`src/hdl/timer8_pkg.sv`:
```
package timer8_pkg;

  // ----------------------------------------
  // register offsets
  // ----------------------------------------
  localparam logic [7:0] OFF_CTRL_A  = 8'h30;
  localparam logic [7:0] OFF_COUNTER = 8'h32;
  localparam logic [7:0] OFF_CTRL_B  = 8'h33;
  localparam logic [7:0] OFF_CMP_A   = 8'h36;
  localparam logic [7:0] OFF_FLAGS   = 8'h38;
  localparam logic [7:0] OFF_MASK    = 8'h39;
  localparam logic [7:0] OFF_CMP_B   = 8'h3C;

  // ----------------------------------------
  // field positions
  // ----------------------------------------
  localparam int FORCE_A_BIT = 7;
  localparam int FORCE_B_BIT = 6;
  localparam int WGM2_BIT    = 3;
  localparam int CS_LSB      = 0;
  localparam int COM_A_LSB   = 6;
  localparam int COM_B_LSB   = 4;
  localparam int WGM_LOW_LSB = 0;
  localparam int OVF_BIT     = 0;
  localparam int CMPA_BIT    = 1;
  localparam int CMPB_BIT    = 2;

  // ----------------------------------------
  // values
  // ----------------------------------------
  localparam logic [7:0] RESET_VAL = 8'h00;
  localparam logic [7:0] CNT_MAX   = 8'hFF;
  localparam logic [7:0] CNT_BOT   = 8'h00;
  localparam int         PRE_W     = 10;
  localparam logic [9:0] DIV8_MASK    = 10'h007;
  localparam logic [9:0] DIV64_MASK   = 10'h03F;
  localparam logic [9:0] DIV256_MASK  = 10'h0FF;
  localparam logic [9:0] DIV1024_MASK = 10'h3FF;

  typedef enum logic [2:0] {
    CS_STOP  = 3'b000, CS_DIV1   = 3'b001, CS_DIV8  = 3'b010, CS_DIV64 = 3'b011,
    CS_DIV256 = 3'b100, CS_DIV1024 = 3'b101, CS_EXT_FALL = 3'b110, CS_EXT_RISE = 3'b111
  } clk_sel_e;

  typedef enum logic [2:0] {
    MODE_NORMAL = 3'b000, MODE_PC_FF = 3'b001, MODE_CTC = 3'b010, MODE_FAST_FF = 3'b011,
    MODE_RSV4 = 3'b100, MODE_PC_TOP = 3'b101, MODE_RSV6 = 3'b110, MODE_FAST_TOP = 3'b111
  } wave_mode_e;

endpackage

```
`src/hdl/timer8_core.sv`:
```
// The address-and-strobe port was decided locally.
`timescale 1ns/10ps
module timer8_core
  import timer8_pkg::*;
(
  input  wire logic       sys_clk,
  input  wire logic       rst_n,
  input  wire logic [7:0] addr,
  input  wire logic [7:0] wr_data,
  input  wire logic       wr_en,
  input  wire logic       rd_en,
  output logic      [7:0] rd_data,
  input  wire logic       external_count_pin,
  input  wire logic       global_interrupt_enable,
  input  wire logic [2:0] vector_ack,
  output logic            irq_overflow,
  output logic            irq_compare_a,
  output logic            irq_compare_b,
  output logic            compare_a_output_pin,
  output logic            compare_b_output_pin
);

  // ----------------------------------------
  // state
  // ----------------------------------------
  logic [1:0]       com_a_q, com_b_q, wgm_low_q;
  logic             wgm2_q;
  logic [2:0]       cs_q;
  logic [2:0]       mask_q;
  logic [2:0]       flags_q;
  logic [2:0]       flags_d;
  logic [2:0]       irq_q;
  logic [7:0]       cnt_q, cnt_d;
  logic [7:0]       cmp_a_buf_q, cmp_b_buf_q;
  logic [7:0]       cmp_a_act_q, cmp_b_act_q;
  logic             dir_down_q, dir_d;
  logic             block_q;
  logic [PRE_W-1:0] pre_q;
  logic             ext_s1_q, ext_s2_q, ext_s3_q;
  logic [1:0]       wave_q, wave_d;
  logic [7:0]       rd_data_q;

  // ----------------------------------------
  // decode
  // ----------------------------------------
  wire wr_ctrl_a = wr_en && addr == OFF_CTRL_A;
  wire wr_ctrl_b = wr_en && addr == OFF_CTRL_B;
  wire wr_cnt    = wr_en && addr == OFF_COUNTER;
  wire wr_cmp_a  = wr_en && addr == OFF_CMP_A;
  wire wr_cmp_b  = wr_en && addr == OFF_CMP_B;
  wire wr_flags  = wr_en && addr == OFF_FLAGS;
  wire wr_mask   = wr_en && addr == OFF_MASK;

  wave_mode_e mode;
  assign mode = wave_mode_e'({wgm2_q, wgm_low_q});

  wire is_pc   = mode == MODE_PC_FF || mode == MODE_PC_TOP;
  wire is_fast = mode == MODE_FAST_FF || mode == MODE_FAST_TOP;
  wire non_pwm = !is_pc && !is_fast;
  wire top_is_a = mode == MODE_CTC || mode == MODE_PC_TOP || mode == MODE_FAST_TOP;

  // non-PWM compare values take effect at once
  wire [7:0] cmp_a_eff = non_pwm ? cmp_a_buf_q : cmp_a_act_q;
  wire [7:0] cmp_b_eff = non_pwm ? cmp_b_buf_q : cmp_b_act_q;
  wire [7:0] top       = top_is_a ? cmp_a_eff : CNT_MAX;

  // ----------------------------------------
  // clock select
  // ----------------------------------------
  wire ext_rise = ext_s2_q && !ext_s3_q;
  wire ext_fall = !ext_s2_q && ext_s3_q;

  logic tick;
  always_comb begin
    unique case (clk_sel_e'(cs_q))
      CS_STOP:     tick = 1'b0;
      CS_DIV1:     tick = 1'b1;
      CS_DIV8:     tick = (pre_q & DIV8_MASK) == DIV8_MASK;
      CS_DIV64:    tick = (pre_q & DIV64_MASK) == DIV64_MASK;
      CS_DIV256:   tick = (pre_q & DIV256_MASK) == DIV256_MASK;
      CS_DIV1024:  tick = pre_q == DIV1024_MASK;
      CS_EXT_FALL: tick = ext_fall;
      CS_EXT_RISE: tick = ext_rise;
    endcase
  end

  // ----------------------------------------
  // counter sequence
  // ----------------------------------------
  wire at_top    = cnt_q == top;
  wire at_bot    = cnt_q == CNT_BOT;
  wire cnt_wrap  = (mode == MODE_CTC || is_fast) && at_top;
  wire turn_down = is_pc && !dir_down_q && at_top;
  wire turn_up   = is_pc && dir_down_q && at_bot;
  wire go_down   = turn_down || (is_pc && dir_down_q && !turn_up);

  wire [7:0] cnt_step = cnt_wrap ? CNT_BOT : go_down ? cnt_q - 8'h01 : cnt_q + 8'h01;

  assign dir_d = !is_pc ? 1'b0 : (tick && turn_down) ? 1'b1 : (tick && turn_up) ? 1'b0 : dir_down_q;
  assign cnt_d = wr_cnt ? wr_data : tick ? cnt_step : cnt_q;

  // double buffered compare values load at TOP in both PWM modes
  wire cmp_load = non_pwm || (tick && (turn_down || (is_fast && at_top)));

  // ----------------------------------------
  // events
  // ----------------------------------------
  wire hit_a = tick && !block_q && cnt_q == cmp_a_eff;
  wire hit_b = tick && !block_q && cnt_q == cmp_b_eff;
  wire ovf_evt = tick && (is_pc ? turn_up : is_fast ? at_top : cnt_q == CNT_MAX);
  wire bot_evt = tick && is_fast && at_top;

  // forces act only outside PWM; software keeps them zero there
  wire force_a = wr_ctrl_b && wr_data[FORCE_A_BIT] && non_pwm;
  wire force_b = wr_ctrl_b && wr_data[FORCE_B_BIT] && non_pwm;

  wire [2:0] flag_set = {hit_b, hit_a, ovf_evt};
  wire [2:0] flag_clr = (wr_flags ? wr_data[2:0] : 3'b000) | vector_ack;

  // ----------------------------------------
  // flags, per source
  // ----------------------------------------
  genvar gi;
  generate
    for (gi = 0; gi < 3; gi++) begin : g_src
      // set wins over a clear in the same cycle
      assign flags_d[gi] = flag_set[gi] || (flags_q[gi] && !flag_clr[gi]);
    end
  endgenerate

  // ----------------------------------------
  // waveform outputs, per channel
  // ----------------------------------------
  wire [1:0] ch_hit   = {hit_b, hit_a};
  wire [1:0] ch_force = {force_b, force_a};
  wire [1:0] ch_com [2];
  assign ch_com[0] = com_a_q;
  assign ch_com[1] = com_b_q;

  generate
    for (gi = 0; gi < 2; gi++) begin : g_wave
      // channel A alone may toggle in PWM when top comes from its compare
      wire tog_ok = (gi == 0) && wgm2_q;
      always_comb begin
        wave_d[gi] = wave_q[gi];
        if (non_pwm) begin
          if (ch_hit[gi] || ch_force[gi]) begin
            unique case (ch_com[gi])
              2'b01:   wave_d[gi] = !wave_q[gi];
              2'b10:   wave_d[gi] = 1'b0;
              2'b11:   wave_d[gi] = 1'b1;
              default: wave_d[gi] = wave_q[gi];
            endcase
          end
        end else if (ch_com[gi][1]) begin
          if (ch_hit[gi])
            wave_d[gi] = is_pc ? (ch_com[gi][0] ^ dir_down_q) : ch_com[gi][0];
          else if (bot_evt)
            wave_d[gi] = !ch_com[gi][0];
        end else if (ch_com[gi][0] && tog_ok && ch_hit[gi]) begin
          wave_d[gi] = !wave_q[gi];
        end
      end
    end
  endgenerate

  // ----------------------------------------
  // read mux
  // ----------------------------------------
  wire [7:0] rd_ctrl_a = {com_a_q, com_b_q, 2'b00, wgm_low_q};
  wire [7:0] rd_ctrl_b = {4'h0, wgm2_q, cs_q};
  wire [7:0] rd_mux =
    addr == OFF_CTRL_A  ? rd_ctrl_a :
    addr == OFF_CTRL_B  ? rd_ctrl_b :
    addr == OFF_COUNTER ? cnt_q :
    addr == OFF_CMP_A   ? cmp_a_buf_q :
    addr == OFF_CMP_B   ? cmp_b_buf_q :
    addr == OFF_FLAGS   ? {5'h00, flags_q} :
    addr == OFF_MASK    ? {5'h00, mask_q} :
    8'h00;

  // ----------------------------------------
  // registers
  // ----------------------------------------
  always_ff @(posedge sys_clk or negedge rst_n) begin
    if (!rst_n) begin
      com_a_q   <= 2'h0;
      com_b_q   <= 2'h0;
      wgm_low_q <= 2'h0;
      wgm2_q    <= 1'b0;
      cs_q      <= 3'h0;
      mask_q    <= 3'h0;
    end else begin
      if (wr_ctrl_a) begin
        com_a_q   <= wr_data[COM_A_LSB +: 2];
        com_b_q   <= wr_data[COM_B_LSB +: 2];
        wgm_low_q <= wr_data[WGM_LOW_LSB +: 2];
      end
      if (wr_ctrl_b) begin
        wgm2_q <= wr_data[WGM2_BIT];
        cs_q   <= wr_data[CS_LSB +: 3];
      end
      if (wr_mask)
        mask_q <= wr_data[2:0];
    end
  end

  always_ff @(posedge sys_clk or negedge rst_n) begin
    if (!rst_n) begin
      cnt_q       <= RESET_VAL;
      dir_down_q  <= 1'b0;
      block_q     <= 1'b0;
      pre_q       <= '0;
      cmp_a_buf_q <= RESET_VAL;
      cmp_b_buf_q <= RESET_VAL;
      cmp_a_act_q <= RESET_VAL;
      cmp_b_act_q <= RESET_VAL;
    end else begin
      cnt_q      <= cnt_d;
      dir_down_q <= dir_d;
      block_q    <= wr_cnt || (block_q && !tick);
      pre_q      <= pre_q + 10'h001;
      if (wr_cmp_a)
        cmp_a_buf_q <= wr_data;
      if (wr_cmp_b)
        cmp_b_buf_q <= wr_data;
      if (cmp_load) begin
        cmp_a_act_q <= cmp_a_buf_q;
        cmp_b_act_q <= cmp_b_buf_q;
      end
    end
  end

  always_ff @(posedge sys_clk or negedge rst_n) begin
    if (!rst_n) begin
      flags_q   <= 3'h0;
      irq_q     <= 3'h0;
      wave_q    <= 2'h0;
      rd_data_q <= 8'h00;
      ext_s1_q  <= 1'b0;
      ext_s2_q  <= 1'b0;
      ext_s3_q  <= 1'b0;
    end else begin
      flags_q   <= flags_d;
      irq_q     <= flags_q & mask_q & {3{global_interrupt_enable}};
      wave_q    <= wave_d;
      rd_data_q <= rd_en ? rd_mux : 8'h00;
      ext_s1_q  <= external_count_pin;
      ext_s2_q  <= ext_s1_q;
      ext_s3_q  <= ext_s2_q;
    end
  end

  assign rd_data              = rd_data_q;
  assign irq_overflow         = irq_q[OVF_BIT];
  assign irq_compare_a        = irq_q[CMPA_BIT];
  assign irq_compare_b        = irq_q[CMPB_BIT];
  assign compare_a_output_pin = wave_q[0];
  assign compare_b_output_pin = wave_q[1];

  // ----------------------------------------
  // checks
  // ----------------------------------------
  property p_force_reads_zero;
    @(posedge sys_clk) disable iff (!rst_n)
      (rd_en && addr == OFF_CTRL_B) |=> rd_data[7:4] == 4'h0;
  endproperty
  a_force_reads_zero: assert property (p_force_reads_zero)
    else $error("control B upper bits read nonzero");

  property p_reserved_zero;
    @(posedge sys_clk) disable iff (!rst_n)
      (rd_en && (addr == OFF_MASK || addr == OFF_FLAGS)) |=> rd_data[7:3] == 5'h00;
  endproperty
  a_reserved_zero: assert property (p_reserved_zero)
    else $error("mask or flag reserved bits read nonzero");

  property p_force_toggles;
    @(posedge sys_clk) disable iff (!rst_n)
      (wr_ctrl_b && wr_data[FORCE_A_BIT] && non_pwm && com_a_q == 2'b01 && !hit_a)
        |=> compare_a_output_pin != $past(compare_a_output_pin);
  endproperty
  a_force_toggles: assert property (p_force_toggles)
    else $error("forced compare A did not toggle output");

  property p_force_no_flag;
    @(posedge sys_clk) disable iff (!rst_n)
      (wr_ctrl_b && wr_data[FORCE_B_BIT] && !hit_b && !flags_q[CMPB_BIT])
        |=> !flags_q[CMPB_BIT];
  endproperty
  a_force_no_flag: assert property (p_force_no_flag)
    else $error("forced compare B set a flag");

  property p_write_blocks_match;
    @(posedge sys_clk) disable iff (!rst_n)
      wr_cnt ##1 (tick && !wr_cnt) |-> !hit_a && !hit_b;
  endproperty
  a_write_blocks_match: assert property (p_write_blocks_match)
    else $error("match not blocked after counter write");

  property p_stopped;
    @(posedge sys_clk) disable iff (!rst_n)
      (cs_q == CS_STOP && !wr_cnt) |=> cnt_q == $past(cnt_q);
  endproperty
  a_stopped: assert property (p_stopped)
    else $error("counter moved while stopped");

  property p_ext_rise;
    @(posedge sys_clk) disable iff (!rst_n)
      (cs_q == CS_EXT_RISE && ext_s1_q && !ext_s2_q && $stable(cs_q) && !wr_ctrl_b) |=> tick;
  endproperty
  a_ext_rise: assert property (p_ext_rise)
    else $error("rising pin edge did not clock the counter");

  property p_match_sets;
    @(posedge sys_clk) disable iff (!rst_n)
      hit_a |=> flags_q[CMPA_BIT] ##1 (irq_compare_a == $past(mask_q[CMPA_BIT] && global_interrupt_enable));
  endproperty
  a_match_sets: assert property (p_match_sets)
    else $error("compare A flag or request wrong after match");

  property p_w1c;
    @(posedge sys_clk) disable iff (!rst_n)
      (wr_flags && wr_data[OVF_BIT] && !ovf_evt) |=> !flags_q[OVF_BIT];
  endproperty
  a_w1c: assert property (p_w1c)
    else $error("overflow flag not cleared by write of one");

endmodule // timer8_core

```
`config.mk`:
```
export PLATFORM = sky130hd
export DESIGN_NAME = timer8_core
export DESIGN_NICKNAME = d
export VERILOG_FILES = /design/src/hdl/timer8_pkg.sv /design/src/hdl/timer8_core.sv
export SDC_FILE = /design/constraint.sdc
export NUM_CORES = 1
export LEC_CHECK = 0
export CORE_ASPECT_RATIO = 0.8
export CORE_MARGIN = 4
export CORE_UTILIZATION = 57
export DETAILED_ROUTE_END_ITERATION = 8
export DONT_BUFFER_PORTS = 1
export GPL_ROUTABILITY_DRIVEN = 0
export PLACE_DENSITY = 0.78
export SETUP_SLACK_MARGIN = 0.15
export SLEW_MARGIN = 10
export SYNTH_ARGS = -nofsm -noshare
export SYNTH_HDL_FRONTEND = slang
export SYNTH_SLANG_ARGS = --single-unit
```
`constraint.sdc`:
```
create_clock -name sys_clk -period 3.6 [get_ports sys_clk]
set_input_delay 0.72 -clock sys_clk [delete_from_list [all_inputs] [get_ports sys_clk]]
set_output_delay 0.72 -clock sys_clk [all_outputs]
set_load 0.005 [all_outputs]
```
# Word level (Yosys, flattened, before mapping)
# Cells that the tools add are included.
dict set report totals {
  reg_bits 84
  in_bits 25
}
dict set report op_classes {
  add_sub_neg 3
  eq_ne 39
  reduce_logical 73
  bitwise_logic 5
  n_mux 37
}
# cell n
set ops {}
lappend ops {{2-to-1 mux 8 bit} 13}
lappend ops {{== test 8 x 6 -> 1 bit (second input constant)} 7}
lappend ops {{logical AND 1 bit} 36}
lappend ops {{== test 8 bit} 3}
lappend ops {{== test 3 bit (second input constant)} 7}
lappend ops {{2-to-1 mux 1 bit} 18}
lappend ops {{== test 8 bit (second input constant)} 2}
lappend ops {{zero test 1 bit} 15}
lappend ops {{logical OR 1 bit} 14}
lappend ops {{== test 3 x 2 -> 1 bit (second input constant)} 4}
lappend ops {{!= test 4 x 1 -> 1 bit (second input constant)} 3}
lappend ops {{adder 10 x 1 -> 10 bit (second input constant)} 1}
lappend ops {{== test 10 bit (second input constant)} 1}
lappend ops {{2-to-1 mux 3 bit} 3}
lappend ops {{adder 8 x 1 -> 8 bit (second input constant)} 1}
lappend ops {{== test 2 bit (second input constant)} 4}
lappend ops {{zero test 8 bit} 1}
lappend ops {{one-hot mux 1 bit (8 select lines)} 1}
lappend ops {{AND reduction 4 bit} 2}
lappend ops {{subtractor 8 x 1 -> 8 bit (second input constant)} 1}
lappend ops {{AND 3 bit} 2}
lappend ops {{== test 3 x 1 -> 1 bit (second input constant)} 2}
lappend ops {{== test 6 bit (second input constant)} 1}
lappend ops {{one-hot mux 1 bit (3 select lines)} 2}
lappend ops {{8 further kinds} 13}

# Depth between registers and ports, before layout
dict set report logic_depth {
  depth_word 13
  mapped_depth 16
}

# Least setup slack after synthesis
# OpenSTA, ideal clock, no wires.
dict set report synth_path {
  path_type {flip-flop to flip-flop}
  start {register wgm_low_q[0]}
  end {register cnt_q[7]}
  path_slack_ns 0.029
  required_time_ns 3.474
  stages_incl_launch_ff 17
  setup_time_ns 0.126
  arrival_ns 3.445
  path_cell_list {dfrtp_1 > buf_6 > buf_12 > mux2i_1 > o22ai_1 > nor4_4 > o211ai_2 > o31ai_4 > ha_1 > a21o_1 > a21oi_1 > nor2b_1 > o21a_1 > o41ai_1 > xnor2_1 > o21ai_0 > a221o_1}
}
dict set report synth_via {
  elab_chain_cells 13
  elab_cells_between_ends 28
  cone_classes {eq/ne (6); mux (6); reduce/logical (16)}
}
# item line_no
set synth_lines {}
lappend synth_lines {{start: declaration} timer8_core.sv:26} ;# logic [1:0] com_a_q, com_b_q, wgm_low_q;
lappend synth_lines {{start signal: assignment} timer8_core.sv:197} ;# wgm_low_q <= wr_data[WGM_LOW_LSB +: 2];
lappend synth_lines {{== test 3 x 1 -> 1 bit, or another cell as far along} timer8_core.sv:57} ;# wire is_pc = mode == MODE_PC_FF || mode == MODE_PC_TOP;
lappend synth_lines {{logical OR 1 bit, on equally long branches} {timer8_core.sv:57, timer8_core.sv:58}}
lappend synth_lines {{zero test 1 bit, on equally long branches} --}
lappend synth_lines {{logical AND 1 bit} timer8_core.sv:59} ;# wire non_pwm = !is_pc && !is_fast;
lappend synth_lines {{2-to-1 mux 8 bit} timer8_core.sv:63} ;# wire [7:0] cmp_a_eff = non_pwm ? cmp_a_buf_q : cmp_a_act_q;
lappend synth_lines {{2-to-1 mux 8 bit} timer8_core.sv:65} ;# wire [7:0] top = top_is_a ? cmp_a_eff : CNT_MAX;
lappend synth_lines {{== test 8 bit} timer8_core.sv:90} ;# wire at_top = cnt_q == top;
lappend synth_lines {{logical AND 1 bit} timer8_core.sv:93} ;# wire turn_down = is_pc && !dir_down_q && at_top;
lappend synth_lines {{logical OR 1 bit} timer8_core.sv:95} ;# wire go_down = turn_down || (is_pc && dir_down_q && !turn_up);
lappend synth_lines {{2-to-1 mux 8 bit} timer8_core.sv:97} ;# wire [7:0] cnt_step = cnt_wrap ? CNT_BOT : go_down ? cnt_q - 8'h01 : cnt_q + 8'h01;
lappend synth_lines {{2-to-1 mux 8 bit *} timer8_core.sv:97}
lappend synth_lines {{2-to-1 mux 8 bit * (2 in series)} timer8_core.sv:100} ;# assign cnt_d = wr_cnt ? wr_data : tick ? cnt_step : cnt_q;
lappend synth_lines {{end signal: assignment} timer8_core.sv:219} ;# cnt_q <= cnt_d;
lappend synth_lines {{end: declaration} timer8_core.sv:33} ;# logic [7:0] cnt_q, cnt_d;
# Mark *: on every way between the ends. The rest lies on a longest branch, timed or not. The select of a mux whose other input is x is not followed.
# A chain may end at the register's enable or synchronous reset.

# Worst setup path in the final report
# Ends and elaborated chain as after synthesis.

==> impl_metrics.yaml <==
yosys:
  yosysTopAreaCellShare: 0.471
  syn_avg_cell_area_um2: 11.6
  synth_area_um2: 4460
  synthFlopType: "dfrtp_1"
  syn_inst: 386
  async_flop_share: 1.00
  yosysUniqueCellTypes: 59
  synth-seq-cells: 84
  ys_warn_count: 0
  ys_top_cells_by_area: "dfrtp_1, mux2_2, mux2i_1"
  ys_seq_area_frac: 0.471
  yosysTopAreaCell: "dfrtp_1"
  synth_fp_nets: 420
  synth-edff-count: 0
sta:
  holdWs_ns: 0.0435
  clock.fmax_ghz: 0.279
  period_minus_slack_ns: 3.58
  tns_ns: 0
  relSlewSlack: 0.492
  grt_setup_unrepaired: "yes"
  min_period_over_period: 0.995
  skew_ns: 0.00981
  tightest_slew_ns: 0.759
  timing_hold_violations_final: 0
  setup_viol: 0
  drv_slew: 0
cts:
  root_buffer: "clkbuf_8"
  ctsHoldBuffers: 0
  cts_tree: "yes"
  numCtsBuffers: 9
  htreeDepth: 3
  clkSlewWorstSetupHoldPaths_ns: 0.08
  cts_buffer_depth: 2
  cts.sinks: 84
  clk_latency_ns: 0.36
detailed_routing:
  drc: 0
  firstDrtPassIters: 6
  viasPerCell: 6.43
  drtIter0Drc: 458
  drt-total-wl_mm: 11.5
  dr_total_vias: 3388
  wl_per_cell_um: 21.8
  antenna_left: 0
critical_path:
  path_buf_inv: 1
  required_ns: 3.85
  cp-end-kind: "flop"
  crit_fanout: 7
  worst_path_max_delay_cell: "dfrtp_1"
  cp-start-kind: "flop"
  path_class: "reg -> reg"
  critical_path_arrival_ns: 3.83
  cp_cell_sequence: "buf_6 > mux2i_4 > o22ai_2 > nor4_4 > o211ai_2 > o31ai_4 > ha_1 > a21o_1 > a21oi_2 > nor2b_1 > o21a_1 > o41ai_2 > xnor2_1 > nor3b_1 > a221o_1"
  critPathTopFamily: "compound AO/OA/AOI/OAI gates"
  slowest_delay_ns: 0.41
placement:
  dp_cells: 495
  io_buffers: 0
  dp_hpwl_mm: 8.05
power_and_ir_drop:
  power.leakage_nw: 2.24
  p_per_area_nw_per_um2: 455
  peakVddDrop_uv: 293
global_routing:
  gr-usage-all-layers: 0.265
  grt_pass1_wl_mm: 18.6
  antenna_found_initial: 0
  grt_overflow: 0
  grt_pass1_vias: 3462
  grt_max_degree: 85
layout:
  stdcell_count: 527
  nFillCells: 582
  multiInputGateArea_um2: 2320
  antennaDiodeCount: 0
  drive_gt1_frac: 0.287
  area_delta_synth_final_pct: 14.1
  seqCellArea_um2: 2100
  nNetsFinal: 451
status:
  outcome: "complete, no violations"
die:
  rows: 28
  die_w_um: 107
  design.core.area_um2: 7500
  die_y_um: 87.1
  die_area_um2: 9320
  io_pins: 38
  start_util: 0.595
job:
  drv_cap: 0
hold_path:
  hp-class: "in -> async"
## final timing paths
check	startpoint	endpoint	slack (ns)	cells past startpoint
setup / recovery	wgm_low_q[0]	cnt_q[7]	0.02	15
hold / removal	rst_n	irq_q[0]	0.04	0
setup reg to reg	wgm_low_q[0]	cnt_q[7]	0.02	15
hold reg to reg	ext_s1_q	ext_s2_q	0.35	0
max in group asynchronous	rst_n	cmp_b_buf_q[0]	3.43	0
min in group sys_clk	ext_s1_q	ext_s2_q	0.35	0
## cell type report
class	count	area share
clock inverter	5	0.0103
inverter	8	0.00590
tap	105	0.0258
clock buffer	11	0.0258
sequential	84	0.413
timing repair buffer	38	0.0644
multi-input combinational	276	0.455
## report_power, final
| part | switching [mW] | internal [mW] |
|---|---|---|
| combinational | 0.286 | 0.281 |
| clock | 0.326 | 0.317 |
| sequential | 0.0991 | 1.01 |
| total | 0.711 | 1.61 |
## sequential cells by signal, indices dropped and copies added (netlist names), 8 cells and up
name	cells
cnt_q	8
cmp_a_act_q	8
cmp_b_act_q	8
pre_q	10
cmp_a_buf_q	8
rd_data	8
cmp_b_buf_q	8
## Yosys cell counts (6+ instances only)
| master | number |
|---|---|
| o21ai_0 | 9 |
| nand3_1 | 7 |
| xor2_1 | 14 |
| clkbuf_1 | 6 |
| nor2_1 | 11 |
| mux2i_1 | 16 |
| a21oi_1 | 10 |
| mux2_2 | 45 |
| nand4_1 | 6 |
| inv_1 | 8 |
| a22oi_1 | 21 |
| o221ai_1 | 7 |
| buf_2 | 7 |
| dfrtp_1 | 84 |
| nand2b_1 | 9 |
| nand2_1 | 30 |
| xnor2_1 | 9 |
| ha_1 | 8 |
## per-layer routing
layer / up-vias / track usage / wire, µm / share of wire
li1: 1505 / - / - / -
met1: 1665 / 0.370 / 4860 / 0.42
met2: 186 / 0.389 / 5110 / 0.44
met3: 32 / 0.0852 / 1240 / 0.11
met4: 0 / 0.0987 / 289 / 0.025
met5: - / 0 / 0 / 0
## stage by stage
| step | utilization | setup WS, ns | total power, mW | cell area, µm² |
|---|---|---|---|---|
| CTS | 0.674 | -0.0263 | 2.29 | 5050 |
| detailed placement | 0.623 | -0.0867 | 1.59 | 4670 |
| global route | 0.679 | -0.204 | 2.44 | 5090 |
| global placement | 0.623 | 0.106 | 1.57 | 4670 |
| floorplan | - | 0.0829 | 1.43 | 4470 |
| finish | 0.679 | 0.0196 | 2.32 | 5090 |
## placed cells by master, fill, tap and decap left out, types with 4 or more instances in the layout
cell and count:
xnor2_1 9, nand4_1 6, dfrtp_1 84, nor3_1 4, xor2_1 13, mux2i_4 4, a21o_1 4, nor2_1 11
nand3_1 7, clkbuf_8 9, o21ai_0 8, buf_6 8, o221ai_1 7, buf_4 29, inv_1 8, a21oi_1 9
nand3b_1 5, nand2_1 30, nand2b_1 9, mux2_2 45, mux2i_1 11, a22oi_1 21, ha_1 7
## cell families (layout without fill, tap and decap cells)
| family | after synthesis | in the layout | synth area share |
|---|---|---|---|
| adders and majority gates | 9 | 9 | 0.0269 |
| AOI/OAI and AO/OA | 80 | 80 | 0.138 |
| xor gates and xnor gates | 23 | 23 | 0.0451 |
| and+or+nand+nor | 103 | 103 | 0.137 |
| buffers and inverters | 26 | 62 | 0.0325 |
| DFF | 84 | 84 | 0.471 |
| muxes | 61 | 61 | 0.149 |
## worst register-to-register path, cell delays in order (launching register included)
cell	delay, ns
dfrtp_1	0.41
buf_6	0.20
mux2i_4	0.26
o22ai_2	0.11
nor4_4	0.36
o211ai_2	0.19
o31ai_4	0.23
ha_1	0.27
a21o_1	0.17
a21oi_2	0.17
nor2b_1	0.08
o21a_1	0.21
o41ai_2	0.26
xnor2_1	0.14
nor3b_1	0.15
a221o_1	0.27
## what timing repair did
item	in CTS	in global routing
setup buffers	13	3
resized for setup	20	3
setup endpoints to repair	2	4
pin swaps	12	4
Note: power is estimated with default switching activity, not from simulation.
